$ cat src/rtl/ccd_pkg.sv
// Package for the CPU clock select and divider block.
// Assumes a 20 MHz system clock that stands for the running oscillator.
package ccd_pkg;

	// ************************************************************
	// Register map on the Wishbone bus (byte addresses)
	// ************************************************************
	localparam logic [7:0] CCD_REG_DIVIDER = 8'h00;
	localparam logic [7:0] CCD_REG_PORT2_MODE = 8'h04;
	localparam logic [7:0] CCD_REG_STATUS = 8'h08;
	localparam int CCD_CLKOUT_EN_BIT = 0;
	localparam int CCD_ST_MODE_LSB = 0;
	localparam int CCD_ST_LEGACY_BIT = 3;
	localparam int CCD_ST_RUN_BIT = 4;
	localparam int CCD_ST_DIV_LSB = 8;
	localparam logic [7:0] CCD_DIVIDER_RESET = 8'h00;

	// ************************************************************
	// Timing constants
	// ************************************************************
	localparam logic [2:0] CCD_MC_CLKS = 3'h6;
	localparam logic [2:0] CCD_CLKOUT_HALF = 3'h3;
	localparam logic [10:0] CCD_START_XTAL_CLKS = 11'h400;
	localparam logic [10:0] CCD_START_RC_CLKS = 11'h100;

	// ************************************************************
	// Types
	// ************************************************************
	typedef enum logic [2:0] {
		CCD_OSC_LOW_XTAL = 3'h0,
		CCD_OSC_MED_XTAL = 3'h1,
		CCD_OSC_HIGH_XTAL = 3'h2,
		CCD_OSC_RC = 3'h3,
		CCD_OSC_EXT_CLK = 3'h4
	} ccd_osc_mode_type;

	typedef enum logic [2:0] {
		CCD_ST_WARMUP = 3'b001,
		CCD_ST_RUN = 3'b010,
		CCD_ST_STOPPED = 3'b100
	} ccd_state_type;

	typedef struct packed {
		logic cyc;
		logic stb;
		logic we;
		logic [7:0] adr;
		logic [31:0] dat;
		logic [3:0] sel;
	} ccd_wb_req_type;

	typedef struct packed {
		logic ack;
		logic [31:0] dat;
	} ccd_wb_rsp_type;

endpackage : ccd_pkg

$ cat src/rtl/ccd_clock_ctrl.sv
// CPU clock source selection, legacy halving, programmable divider and clock output.
// Assumes SYS_CLK is the running oscillator; configuration straps come from fuses.
//
// Functional notes
// - Medium crystal mode, 100 kHz to 4 MHz, selected by configuration straps.
// - High crystal mode, 4 MHz to 20 MHz, selected by configuration straps.
// - RC mode nominal 6 MHz; its CPU clock passes through the divider.
// - External clock mode releases the oscillator output pin to the port.
// - Clock output only in RC or external clock modes, never with crystals.
// - With enable set, clock output runs whenever the oscillator runs, Idle too.
// - Clock output frequency is one sixth of the CPU clock.
// - Legacy timing bit halves the CPU clock.
// - Six CPU clocks per machine cycle; twelve oscillator clocks when legacy.
// - Legacy halving applies to peripheral timing as well.
// - Legacy bit is a nonvolatile configuration strap, not software writable.
// - Divider value zero (reset default) gives undivided or halved rate.
// - Divider value N from 1 to 255 divides by 2 times (N plus 1).
// - Divider writes accepted any time without disturbing execution.
// - After Power Down wait 1024 CPU clocks for crystals, else 256.
//
// Chosen here: the placing of the registers and the Wishbone register port.
`timescale 1ns/100ps
module ccd_clock_ctrl #(
	parameter int DIV_WIDTH = 8
) (
	// Clock and reset
	input wire logic SYS_CLK,
	input wire logic SYS_RST,
	// Configuration straps from the nonvolatile user configuration
	input wire ccd_pkg::ccd_osc_mode_type OSC_MODE_CFG,
	input wire logic LEGACY_TIMING_CFG,
	// Power control from the core
	input wire logic POWER_DOWN,
	// Wishbone slave
	input wire ccd_pkg::ccd_wb_req_type WB_REQ,
	output ccd_pkg::ccd_wb_rsp_type WB_RSP,
	// Port function of the oscillator output pin
	input wire logic PORT_PIN_O,
	input wire logic PORT_PIN_OE,
	// Oscillator output pin
	output logic OSC_OUT_O,
	output logic OSC_OUT_OE,
	output logic OSC_OUT_PORT_FREE,
	// Clock enables towards core and peripherals
	output logic CPU_CLK_EN,
	output logic MACHINE_CYCLE_EN,
	output logic CPU_RUN
);
	import ccd_pkg::*;

	generate
		if (DIV_WIDTH < 1 || DIV_WIDTH > 8) begin : g_bad_width
			$error("DIV_WIDTH must lie between 1 and 8");
		end
	endgenerate

	// ************************************************************
	// Configuration straps
	// ************************************************************
	// Straps pass two flip-flops and are loaded only while reset is held, so
	// nothing software does can alter the oscillator mode or legacy timing.
	ccd_osc_mode_type mode_sync1_reg, mode_sync2_reg, mode_reg, mode_next;
	logic legacy_sync1_reg, legacy_sync2_reg, legacy_reg, legacy_next;

	always_comb begin
		mode_next = mode_reg;
		legacy_next = legacy_reg;
		if (SYS_RST) begin
			mode_next = mode_sync2_reg;
			legacy_next = legacy_sync2_reg;
		end
	end

	always_ff @(posedge SYS_CLK) begin
		mode_sync1_reg <= OSC_MODE_CFG;
		mode_sync2_reg <= mode_sync1_reg;
		legacy_sync1_reg <= LEGACY_TIMING_CFG;
		legacy_sync2_reg <= legacy_sync1_reg;
		mode_reg <= mode_next;
		legacy_reg <= legacy_next;
	end

	logic is_crystal;
	logic clk_out_mode;
	assign is_crystal = (mode_reg != CCD_OSC_RC) && (mode_reg != CCD_OSC_EXT_CLK);
	assign clk_out_mode = !is_crystal;

	// ************************************************************
	// Software registers
	// ************************************************************
	logic [DIV_WIDTH-1:0] div_val_reg, div_val_next;
	logic clkout_en_reg, clkout_en_next;
	logic ack_reg, ack_next;
	logic [31:0] rdata_reg, rdata_next;
	logic [DIV_WIDTH-1:0] div_act_reg;
	ccd_state_type state_reg;
	logic bus_req;
	logic bus_wr;

	assign bus_req = WB_REQ.cyc && WB_REQ.stb && !ack_reg;
	assign bus_wr = bus_req && WB_REQ.we && WB_REQ.sel[0];

	always_comb begin
		div_val_next = div_val_reg;
		clkout_en_next = clkout_en_reg;
		ack_next = bus_req;
		rdata_next = 32'h0000_0000;
		if (WB_REQ.adr == CCD_REG_DIVIDER) begin
			if (bus_wr) begin
				div_val_next = WB_REQ.dat[DIV_WIDTH-1:0];
			end
			rdata_next[DIV_WIDTH-1:0] = div_val_reg;
		end else if (WB_REQ.adr == CCD_REG_PORT2_MODE) begin
			if (bus_wr) begin
				clkout_en_next = WB_REQ.dat[CCD_CLKOUT_EN_BIT];
			end
			rdata_next[CCD_CLKOUT_EN_BIT] = clkout_en_reg;
		end else if (WB_REQ.adr == CCD_REG_STATUS) begin
			rdata_next[CCD_ST_MODE_LSB +: 3] = mode_reg;
			rdata_next[CCD_ST_LEGACY_BIT] = legacy_reg;
			rdata_next[CCD_ST_RUN_BIT] = (state_reg == CCD_ST_RUN);
			rdata_next[CCD_ST_DIV_LSB +: DIV_WIDTH] = div_act_reg;
		end
	end

	always_ff @(posedge SYS_CLK) begin
		if (SYS_RST) begin
			div_val_reg <= CCD_DIVIDER_RESET[DIV_WIDTH-1:0];
			clkout_en_reg <= 1'b0;
			ack_reg <= 1'b0;
			rdata_reg <= 32'h0000_0000;
		end else begin
			div_val_reg <= div_val_next;
			clkout_en_reg <= clkout_en_next;
			ack_reg <= ack_next;
			rdata_reg <= rdata_next;
		end
	end

	assign WB_RSP.ack = ack_reg;
	assign WB_RSP.dat = rdata_reg;

	// ************************************************************
	// Legacy halving and programmable divider
	// ************************************************************
	// A new ratio is loaded only when the divided clock wraps; switching in
	// mid-count would give one short CPU clock that could break timing.
	logic osc_run;
	logic pre_tog_reg, pre_tog_next;
	logic pre_en;
	logic [DIV_WIDTH:0] div_cnt_reg, div_cnt_next;
	logic [DIV_WIDTH-1:0] div_act_next;
	logic [DIV_WIDTH:0] div_term;
	logic cpu_en;

	assign osc_run = (state_reg != CCD_ST_STOPPED);
	assign pre_en = osc_run && (!legacy_reg || pre_tog_reg);
	assign div_term = {div_act_reg, 1'b1};
	assign cpu_en = pre_en && ((div_act_reg == '0) || (div_cnt_reg == div_term));

	always_comb begin
		pre_tog_next = pre_tog_reg;
		div_cnt_next = div_cnt_reg;
		div_act_next = div_act_reg;
		if (osc_run) begin
			pre_tog_next = !pre_tog_reg;
		end
		if (cpu_en) begin
			div_cnt_next = '0;
			div_act_next = div_val_reg;
		end else if (pre_en) begin
			div_cnt_next = div_cnt_reg + 1'b1;
		end
	end

	always_ff @(posedge SYS_CLK) begin
		if (SYS_RST) begin
			pre_tog_reg <= 1'b0;
			div_cnt_reg <= '0;
			div_act_reg <= '0;
		end else begin
			pre_tog_reg <= pre_tog_next;
			div_cnt_reg <= div_cnt_next;
			div_act_reg <= div_act_next;
		end
	end

	// ************************************************************
	// Oscillator start-up after Power Down
	// ************************************************************
	ccd_state_type state_next;
	logic [10:0] start_cnt_reg, start_cnt_next;
	logic [10:0] start_target;

	assign start_target = is_crystal ? CCD_START_XTAL_CLKS : CCD_START_RC_CLKS;

	always_comb begin
		state_next = state_reg;
		start_cnt_next = start_cnt_reg;
		case (state_reg)
			CCD_ST_WARMUP: begin
				if (cpu_en) begin
					start_cnt_next = start_cnt_reg + 11'h001;
					if (start_cnt_reg == start_target - 11'h001) begin
						state_next = CCD_ST_RUN;
					end
				end
			end
			CCD_ST_RUN: begin
				if (POWER_DOWN) begin
					state_next = CCD_ST_STOPPED;
				end
			end
			CCD_ST_STOPPED: begin
				start_cnt_next = '0;
				if (!POWER_DOWN) begin
					state_next = CCD_ST_WARMUP;
				end
			end
			default: begin
				state_next = CCD_ST_WARMUP;
				start_cnt_next = '0;
			end
		endcase
	end

	always_ff @(posedge SYS_CLK) begin
		if (SYS_RST) begin
			state_reg <= CCD_ST_WARMUP;
			start_cnt_reg <= '0;
		end else begin
			state_reg <= state_next;
			start_cnt_reg <= start_cnt_next;
		end
	end

	// ************************************************************
	// Machine cycle and clock output
	// ************************************************************
	// The six-clock counter runs whenever the oscillator runs, so the clock
	// output keeps going in Idle; software stops it through the enable bit.
	logic [2:0] mc_cnt_reg, mc_cnt_next;
	logic clkout_reg, clkout_next;
	logic clk_out_active;

	always_comb begin
		mc_cnt_next = mc_cnt_reg;
		clkout_next = clkout_reg;
		if (cpu_en) begin
			if (mc_cnt_reg == CCD_MC_CLKS - 3'h1) begin
				mc_cnt_next = '0;
			end else begin
				mc_cnt_next = mc_cnt_reg + 3'h1;
			end
			if (mc_cnt_reg == CCD_CLKOUT_HALF - 3'h1 || mc_cnt_reg == CCD_MC_CLKS - 3'h1) begin
				clkout_next = !clkout_reg;
			end
		end
	end

	always_ff @(posedge SYS_CLK) begin
		if (SYS_RST) begin
			mc_cnt_reg <= '0;
			clkout_reg <= 1'b0;
		end else begin
			mc_cnt_reg <= mc_cnt_next;
			clkout_reg <= clkout_next;
		end
	end

	assign clk_out_active = clkout_en_reg && clk_out_mode && osc_run;
	assign OSC_OUT_PORT_FREE = (mode_reg == CCD_OSC_EXT_CLK);
	assign OSC_OUT_O = clk_out_active ? clkout_reg : (OSC_OUT_PORT_FREE && PORT_PIN_O);
	assign OSC_OUT_OE = clk_out_active || (OSC_OUT_PORT_FREE && PORT_PIN_OE);
	assign CPU_RUN = (state_reg == CCD_ST_RUN);
	assign CPU_CLK_EN = cpu_en && CPU_RUN;
	assign MACHINE_CYCLE_EN = cpu_en && CPU_RUN && (mc_cnt_reg == CCD_MC_CLKS - 3'h1);
endmodule : ccd_clock_ctrl

$ cat config.mk
export PLATFORM = sky130hd
export DESIGN_NAME = ccd_clock_ctrl
export DESIGN_NICKNAME = d
export VERILOG_FILES = /design/src/rtl/ccd_pkg.sv /design/src/rtl/ccd_clock_ctrl.sv
export SDC_FILE = /design/constraint.sdc
export NUM_CORES = 1
export LEC_CHECK = 0
export BUFFER_PORTS_ARGS = -buffer_cell sky130_fd_sc_hd__buf_4
export CORE_AREA = 2 2 93 130
export DETAILED_ROUTE_END_ITERATION = 12
export DIE_AREA = 0 0 95 132
export PLACE_DENSITY_LB_ADDON = 0.2
export SLEW_MARGIN = 20
export SYNTH_ARGS = -nofsm -noshare
export SYNTH_HDL_FRONTEND = slang
export SYNTH_SLANG_ARGS = --single-unit
$ cat constraint.sdc
create_clock -name SYS_CLK -period 1.7 [get_ports SYS_CLK]
set_input_delay 0.085 -clock SYS_CLK [delete_from_list [all_inputs] [get_ports SYS_CLK]]
set_output_delay 0.085 -clock SYS_CLK [all_outputs]
set_load 0.02 [all_outputs]
Yosys cells after proc, flatten, opt, wreduce, memory -nomap -nowiden
Index checks and enable logic that the tools add are counted.
Widths: inputs -> output; s select.
{ "word_totals": {"register_bits": 90, "word_cells": 90, "inputBits": 56, "out_inout_bits": 39} }
{ "classes": {"muxes": 14, "addsub": 4, "reduce_logical": 32, "n_eq_ne": 17, "n_bitwise": 3} }
{ "op_table": {"columns": ["op", "n"], "rows": [
  ["$mux 11", 2],
  ["$pmux 11 s2", 1],
  ["$logic_not 8->1", 2],
  ["$mux 3", 5],
  ["$logic_and 1x1->1", 13],
  ["$add 11x1->11 const B", 1],
  ["$eq 11x11->1", 1],
  ["$sub 11x1->11 const B", 1],
  ["$mux 5", 2],
  ["$add 9x1->9 const B", 1],
  ["$eq 3x3->1 const B", 3],
  ["$eq 9x9->1", 1],
  ["$pmux 3 s3", 1],
  ["$eq 8x3->1 const B", 1],
  ["$eq 8x4->1 const B", 1],
  ["$ne 2x2->1 const B", 4],
  ["$eq 3x2->1 const B", 2],
  ["$ne 3x3->1 const B", 2],
  ["$reduce_and 2->1", 3],
  ["$logic_not 1->1", 5],
  ["$logic_or 1x1->1", 4],
  ["$mux 4", 1],
  ["$reduce_and 4->1", 1],
  ["$reduce_or 2->1", 2],
  ["other kinds (7)", 10]
]} }

Depth between registers and ports, before layout
Gate-level depths: netlist of the first run.
{ "depth": {"depth_word": 8, "depth_mapped": 8, "ltp_nobuf": 5} }

Worst setup path after synthesis of the first run
No wires, ideal clock.
{ "synth_path": {"path_type": "reg2out", "startpoint": "register div_cnt_reg[5]", "endpoint": "output port MACHINE_CYCLE_EN", "setup_slack_ps": -245, "t_arrival_ps": 1860, "path_buffers": 1, "path_stages_with_launch": 6, "t_required_ps": 1615, "path_cell_list": "dfxtp_1 xor2_1 nor4_4 a41oi_4 buf_6 nor3_1"} }
{ "synth_between": {"elab_chain_len": 5} }
{ "synth_lines": {"columns": ["item", "line", "source"], "rows": [
  ["start, declared", "ccd_clock_ctrl.sv:151", "logic [DIV_WIDTH:0] div_cnt_reg, div_cnt_next;"],
  ["start signal, assigned", "ccd_clock_ctrl.sv:183", "div_cnt_reg <= div_cnt_next;"],
  ["$eq 9x9->1", "ccd_clock_ctrl.sv:159", "assign cpu_en = pre_en && ((div_act_reg == '0) || (div_cnt_reg == div_term));"],
  ["$logic_or 1x1->1", "ccd_clock_ctrl.sv:159", null],
  ["$logic_and 1x1->1", "ccd_clock_ctrl.sv:159", null],
  ["$logic_and 1x1->1 (2 in series)", "ccd_clock_ctrl.sv:277", "assign MACHINE_CYCLE_EN = cpu_en && CPU_RUN && (mc_cnt_reg == CCD_MC_CLKS - 3'h1);"],
  ["end, declared", "ccd_clock_ctrl.sv:46", "output logic MACHINE_CYCLE_EN,"]
]} }
Every way passes these cells.

Worst setup path after layout of the first run
{ "layout_path": {"startpoint": "register div_act_reg[5]", "endpoint": "output port MACHINE_CYCLE_EN"} }
{ "layout_between": {"elab_chain_len": 5, "elab_cells_between_ends": 6, "cone_classes": "eq/ne: 1; reduce/logical: 5"} }
{ "layout_lines": {"columns": ["item", "line", "source"], "rows": [
  ["start, declared", "ccd_clock_ctrl.sv:95", "logic [DIV_WIDTH-1:0] div_act_reg;"],
  ["start signal, assigned", "ccd_clock_ctrl.sv:184", "div_act_reg <= div_act_next;"],
  ["$eq 9x9->1 or $logic_not 8->1 (tied branches)", "ccd_clock_ctrl.sv:159", null],
  ["$logic_or 1x1->1 *", "ccd_clock_ctrl.sv:159", null],
  ["$logic_and 1x1->1 *", "ccd_clock_ctrl.sv:159", null],
  ["$logic_and 1x1->1 * (2 in series)", "ccd_clock_ctrl.sv:277", null]
]} }
Mark *: on every way between the ends. The rest lies on a longest branch, timed or not.

==> summary.md, run 1 <==
The maximum fanout count along the critical path is 3, and the detail-routed net length per standard cell is 13.2 um. The worst vdd rail ir drop was 0.414 mV. The largest total area in the synthesized netlist belongs to dfxtp_1. The count of H-tree levels built during CTS was 3.

The run finished, with violations left. TritonCTS built the clock tree. The tools report the HPWL after detailed placement as 5.86 mm.

The destination of the worst register-to-register timing path was start_cnt_reg[10]. The run gives 95 as the I/O pin total. TritonCTS created 9 clock buffers. The total area inside the core boundary comes to 11,300 um2.

The cell family contributing the most delay on the critical path is simple AND/OR/NAND/NOR gates. For the worst-case register-to-register setup slack, the log shows -230 ps. The logs give 330 ps for the insertion delay to the later sink of the worst-skew pair and 0 for the final count of pins violating max slew. In this run the vertical extent of the chip is 132 um. In the final layout, flip-flops and latches occupy 1530 um2. For the worst-case setup margin in the final layout, the log shows -292 ps.

The final layout contains routed wiring with a total length of 8.30 mm. The fraction of synthesis flops using an asynchronous set or reset pin is 0%. The tools report the minimum hold slack as 12.6 ps.

Overall power consumption after layout is estimated at 4050 uW. The number of fill cells came out at 1,089. Buffers placed on the I/O ports in this run total 51. For the post-route standard cell area excluding fillers, the log shows 5010 um2.

The clock-pin transition on the worst setup and hold timing paths is 60 ps. STA classifies the critical path endpoint as an output port. The run gives 0 as the number of nets with antenna violations after routing. In this run the most critical hold path is launched from WB_REQ[4]. In this run the clock root is driven by a clkbuf_16. Traced cell by cell, the critical path runs through buf_4, nor4_4, and4_4, a41oi_4, buf_6, nor3_4, buf_6. Detailed routing placed a total of 4.57 mm of wire on met2. In this design, the critical path's most frequently occurring cell is buf_6. For this configuration, the core starts out at a cell density of 29.4%. The depth of the most critical reg-to-reg path is 8. The checks that failed: negative setup slack. Before antenna repair, the detailed router went through 4 iterations. The type of the most critical hold path is input port to flip-flop. For this run, the total global-route usage over all layers was measured as 13.8%.

Averaged over all synthesized cells, the footprint is 9.35 um2. The part of the Yosys area used for sequential elements is 45.7%, and the largest incremental delay on the critical path is 320 ps. Counting instances, the worst hold path has a depth of 3.

The die outline area was 12,500 um2; the required time of the critical path was 1620 ps. The number of buffer and inverter stages on the critical path works out to 3. The count of final hold-check violations is 0, and the cell count after synthesis is 356.

The worst setup path is launched from a flip-flop. In this run, synthesis produced a sequential element count of 74. Entering global routing, the biggest net connects 21 pins. The cell leakage power was 0.00208 uW. The area growth from synthesis to layout is 50.7%. The count of cell types in the netlist came out at 56. For this run, the number of Yosys warnings is 0. After detailed routing, no signal wire sits above met4.

The final critical path takes up 117% of the cycle. Based on the critical path, the design can be clocked at up to 0.502 GHz. Clock skew on the completed layout was measured at 4.91 ps. Cells with a size suffix above 1 make up 40.7% of the layout. The number of global-route vias before repair is 2,818, and the clock net sink count is 74. The clock passes through at most 2 buffers.

The width of the die is 95 um. Among all flip-flop cells after synthesis, the most frequent one is dfxtp_1. The proportion of netlist area held by the largest area contributor was 42.1%; the number of flops mapped to enable cells by yosys was 4. After synthesis, the cell types taking the most area are dfxtp_1, mux2i_1, nand2_1.

For this run, design rule violations remaining after detail routing come to 0. For the total of endpoints with negative setup slack in the final report, the log shows 33. After the first detailed-routing iteration, the DRC count stood at 91.

The floorplan has 46 rows. Across the run, the number of max-cap violations was 0. The number of antenna diodes in the final layout is 0. At the end of the flow, the number of nets in the layout was 539.

Setup repair after global routing could not meet its margin everywhere. The run gives 630 as the number of standard cells in the final layout excluding fillers. The tools report the worst min-delay path endpoint as div_val_reg[0]. Summing every instance area after synthesis gives 3330 um2. Detailed routing placed a total of 195 um of wire on met3. The critical path arrival was 1910 ps; the power density over cell area was 808 nW/um2. The flip-flop count of the largest register after layout came out at 16.

On the critical path, the stage with the largest delay is an instance of dfxtp_2. Including well taps, the total number of placed cells is 584. The number of antenna violations at the first check in global routing came out at 0. Across all layers, the routed design uses 2,877 vias.

In the final routing, the length of wire on met1 measures 3.40 mm. The routed design could run at a clock period as short as 1990 ps. The worst register-to-register path begins at div_act_reg[5]. The area of the multi-input gates was 1880 um2; the per-cell via count in the routed design was 4.57.

Total placed instance area: 4150 um2. For this run the aggregate overflow at the end of global routing stands at 0. Placer's final routability congestion estimate: 0.781.

The kind of critical path is flip-flop to output port. The first global-routing pass estimated 13.6 mm of wire.
==> cell usage in the layout, fill, tap and decap left out, drive strengths merged, types with 2 or more instances in the layout <==
cell type,instances
mux2i,22
nor3,7
xnor2,4
clkinv,3
nand3b,4
nand4,9
or3,3
nand4b,2
buf,116
edfxtp,4
nor2,32
a21oi,21
and4,2
a31oi,2
or3b,2
nand2b,10
ha,2
dlygate4sd3,14
a21boi,4
nor3b,2
o21ai,7
conb,16
nand3,12
a211oi,5
and2,12
dfxtp,70
nand2,39
xor2,11
inv,8
and3,7
clkbuf,11
nor4,7
o22ai,2
==> stage by stage <==
stage | util [%] | setup TNS (ps) | worst slack [ps]
5_1_grt | 44.2 | -7660 | -343
2_1_floorplan | - | -456 | -94.2
4_1_cts | 42.2 | -4900 | -283
3_3_place_gp | 36.6 | -2310 | -178
3_5_place_dp | 36.6 | -2630 | -215
6_report | 44.2 | -4260 | -292
==> worst max path at each step <==
stage,cells past startpoint,slack (ps),start,end
after floorplan,5,-90,div_cnt_reg[5],mc_cnt_reg[2]
after detailed placement,6,-210,div_act_reg[0],start_cnt_reg[10]
after global routing,7,-340,div_act_reg[5],MACHINE_CYCLE_EN
after CTS,8,-280,div_act_reg[1],MACHINE_CYCLE_EN
final,7,-290,div_act_reg[5],MACHINE_CYCLE_EN
after global placement,6,-180,div_act_reg[0],start_cnt_reg[10]
==> power breakdown <==
part | internal [uW] | switching [uW] | leakage [uW]
Sequential | 1790 | 23.4 | 0.000613
Combinational | 185 | 202 | 0.00133
Clock | 1130 | 722 | 0.000139
==> cell type report <==
cell class              instances  area share, %
multi-input cells             258           37.5
flip-flops and latches         74           30.6
repair buffers                130           21.9
clock buffers                  11           4.64
well taps                     144           3.59
clock inverters                 5           1.12
inverters                       8          0.599
==> what timing repair did <==
action                     in CTS  in global routing
resized for setup              39                 43
hold endpoints to repair       13                  0
hold buffers                   14                  0
setup endpoints to repair      34                 36
buffers inserted                8                  7
pin swaps                      14                 23
gates cloned                    2                  0
==> metal layers <==
layer	vias to the layer above	GRT usage, %
li1	1456	-
met1	1371	15.7
met2	40	24.7
met3	10	3.14
met4	0	5.23
met5	-	0
==> cells by family (layout without fill, tap and decap cells) <==
group           after synthesis  in the layout  synth area share [%]
fa+ha+maj                     2              2                 0.752
buf+inv                      40            154                  7.56
simple gates                153            153                  25.0
other cells                   1             16                 0.113
mux                          22             22                  6.62
compound gates               49             50                  10.3
xor+xnor                     15             15                  3.95
flops                        74             74                  45.7
==> worst reg2reg max path: cells and delay by family, from the launching register on <==
family	cells	cell delay, ps
AOI/OAI and AO/OA	2	340
buffers and inverters	3	380
DFF	1	320
muxes	1	200
and+or+nand+nor	2	610
==> cell usage after synthesis (2+ instances only) <==
library cell,number
clkbuf_1,5
xor2_1,11
xnor2_1,4
edfxtp_1,4
nand3_1,12
nor3b_1,2
a21oi_1,20
inv_1,8
a21boi_1,2
buf_6,2
o22ai_1,2
dfxtp_1,70
mux2i_1,22
nor2_1,31
ha_1,2
nor4_1,5
buf_4,19
and2_1,11
a21boi_0,2
nor4_4,2
a31oi_1,2
nand3b_1,4
nand2_1,39
nand2b_1,10
and4_1,2
nor3_1,7
or3_1,3
a211oi_1,5
and3_1,6
nand4b_1,2
nand4_1,8
buf_2,4
o21ai_0,5
Note: power is estimated with default switching activity, not from simulation.
==> run 2, diff against run 1 <==
CORE_AREA = 2 2 109 111   (was 2 2 93 130)
DIE_AREA = 0 0 111 113   (was 0 0 95 132)
==> run 2 against run 1 <==
The run still ends with negative setup slack left; die area is essentially flat; sequential share of layout area shrank 0.23 points; count of clock-buffer cells in the layout shrank 2; critical path depth grew 1; global-route usage shrank 0.66 points; sequential power is essentially flat; combinational power grew 6.5%; non-clock buffer count shrank 5; final cell count shrank 1.1%; utilization grew 0.64 points; total power grew 6.1%; fmax grew 3.0%.
==> summary.md, run 2 (synthesis results as in run 1) <==
The flow ran to the end, but the final reports show violations. The checks that failed: negative setup slack. The per-cell via count in the routed design came out at 4.54 (-0.67%).

For the number of DRC violations after detailed routing, the log shows 0 (unchanged). The tools report the worst-case clock skew as 4.63 ps (-0.284 ps). The total core area is 11,300 um2 (-0.58%), and the max-capacitance violation count is 0 (unchanged).

The share of the clock period used by the worst path after layout is 114% (-3.5 points). The insertion delay to the later sink of the worst-skew pair is 330 ps (about the same). The vias after detailed routing is 2,826 (-1.8%). The tools report the clock buffer count from CTS as 9 (unchanged). The minimum hold slack is 13.8 ps (+1.20 ps). Sum of routed wire length over all layers: 8.16 mm (-1.7%). The kind of end point of the critical path was an output port.

Worst vdd rail ir drop: 0.471 mV (+14%). The total placed instance area came out at 4170 um2 (+0.45%). The first-pass detailed-route iteration total came out at 4 (unchanged).

The flip-flop count of the largest register after layout was 16 (unchanged); the die outline area was 12,500 um2 (about the same). The vertical die dimension is 113 um (-14%), and the net total in the final layout is 533 (-1.1%). The number of antenna violations at the first check in global routing is 0 (unchanged). For the global-route track usage on met3, the log shows 2.89% (-0.25 points). The effective utilization at floorplan is 29.5% (+0.17 points), and the cell depth of the worst min-delay path is 3 (unchanged). The logs give 16.2% (+0.55 points) for the met1 routing resource usage after global routing and 74 (unchanged) for the clock net sink count.

The worst setup path is of the flip-flop to output port kind. The width of the die was 111 um (+17%); the worst-case setup margin in the final layout was -234 ps (+58.7 ps). Depth of the most critical reg-to-reg path: 8 (unchanged). The ratio of cells with drive above 1 in the final layout is 42.1% (+1.3 points), and the total of endpoints with negative setup slack in the final report is 28 (-15%). The run gives 1850 ps (-60 ps) as the critical path arrival.

The cell at the root of the clock tree was clkbuf_16. The logs give 0.517 GHz (+3.0%) for the highest clock frequency the design can meet and 4300 uW (+6.1%) for the total power. The count of buffers inserted at the top-level ports works out to 51 (unchanged). The I/O pin total came out at 95 (unchanged).

The count of routing violations after the opening detailed-route iteration was 91 (unchanged). For the first-pass GRT wire length, the log shows 13.3 mm (-2.4%). The final count of pins violating max slew is 0 (unchanged), and the placer's final routability congestion estimate is 0.772 (-1.2%).

The count of final hold-check violations was 0 (unchanged); the worst-case register-to-register setup slack was -200 ps (+30 ps). The library cell used most frequently in the layout, excluding fill and tap cells, is buf_4. The path class of the tightest hold or removal check is input port to flip-flop.

In this run the critical register-to-register path is launched from div_act_reg[2]. The worst min-delay path endpoint was div_val_reg[7]. The tools report the origin of the worst min-delay path as WB_REQ[11]. The detail-routed net length per standard cell is 13.1 um (-0.57%). The layout overhead on the synthesized area was 52.0%; the required time of the critical path was 1620 ps (about the same). The number of global-route vias before repair is 2,784 (-1.2%). The combined flip-flop and latch cell area came out at 1540 um2 (about the same).

The layer flagged by global routing as most heavily used is met2. The global-route usage over all layers was 13.2% (-0.66 points). Power density over cell area: 850 nW/um2 (+5.2%). The cell leakage power is 0.00212 uW (+1.9%), and the count of standard-cell rows is 39 (-15%). Met2 track utilization from global routing: 22.5% (-2.1 points).

The run gives 1900 um2 (+1.0%) as the area of the multi-input gates. Setup repair after global routing could not meet its margin everywhere. The worst-case setup slack after placement is -274 ps (-58.7 ps), and the post-route standard cell area excluding fillers is 5060 um2 (+0.85%).

The maximum fanout count along the critical path was 4 (+1); the maximum buffer depth of the clock tree was 2 (unchanged). Leaving out fill and tap cells, the most frequent cells in the layout are buf_4, dfxtp_1, nor2_1. STA classifies the critical path startpoint as a flip-flop.

The antenna diode count was 0 (unchanged); the number of nets with antenna violations after routing was 0 (unchanged). The overflow left after global routing came out at 0 (unchanged). Destination of the worst register-to-register timing path: mc_cnt_reg[2].

The HPWL after detailed placement is 5.65 mm (-3.5%), and the largest net degree at the start of global routing is 24 (+14%). TritonCTS built the clock tree. The clock-pin transition on the worst setup and hold timing paths came out at 60 ps (about the same). The logs give 3 (unchanged) for the count of H-tree levels built during CTS and 1,055 (-3.1%) for the number of fill cells.

Final critical delay including setup and external delays: 1930 ps (-58.7 ps).
## run 2: repair_timing
item / 4_1_cts / 5_1_grt
hold endpoints to repair: 13 / 0
buffers inserted: 4 / 6
resized for setup: 40 / 50
hold buffers: 13 / 0
endpoints found under the setup margin: 34 / 38
pin swaps: 19 / 18
gates cloned: 1 / 0
## run 2: layout make-up
cell class	instances	area share (%)
clock buffer	9	4.45
clock inverter	7	2.00
inverter	8	0.594
multi-input combinational	257	37.6
sequential	74	30.4
tap	143	3.54
timing repair buffer	125	21.5
## run 2: metrics by stage
| stage | TNS (ps) | utilization, % | cells |
|---|---|---|---|
| final | -2360 | 44.9 | 623 |
| after global routing | -5330 | 44.9 | 623 |
| after CTS | -3600 | 42.9 | 618 |
| after detailed placement | -4080 | 37.0 | 584 |
| after global placement | -3100 | 37.0 | 584 |
| after floorplan | -456 | - | 371 |
## run 2: worst max path at each step
| stage | from | endpoint | slack [ps] | cells past startpoint |
|---|---|---|---|---|
| 2_1_floorplan | div_cnt_reg[5] | mc_cnt_reg[2] | -90 | 5 |
| 3_3_place_gp | div_act_reg[3] | start_cnt_reg[0] | -240 | 6 |
| 3_5_place_dp | div_act_reg[3] | start_cnt_reg[10] | -270 | 6 |
| 4_1_cts | div_act_reg[1] | MACHINE_CYCLE_EN | -310 | 8 |
| 5_1_grt | div_act_reg[2] | MACHINE_CYCLE_EN | -340 | 8 |
| 6_report | div_act_reg[2] | MACHINE_CYCLE_EN | -230 | 8 |
## run 2: report_power, final
| part | total [uW] | switching (uW) | internal (uW) |
|---|---|---|---|
| combinational | 412 | 209 | 203 |
| clock | 2080 | 778 | 1300 |
| sequential | 1810 | 23.3 | 1780 |
## run 2: per-layer routing
layer  routed length, um  share of wire [%]
met1                3840                 47
met2                4020                 49
met3                 214                2.6
met4                  80               0.98
met5                   0                  0
## run 2: critical path, stage by stage (launching register included)
cell and delay (ps):
dfxtp_2 340, buf_4 140, xor2_1 140, nor2_2 210
buf_6 150, a41oi_4 130, buf_6 150, nor3_2 90
buf_4 160
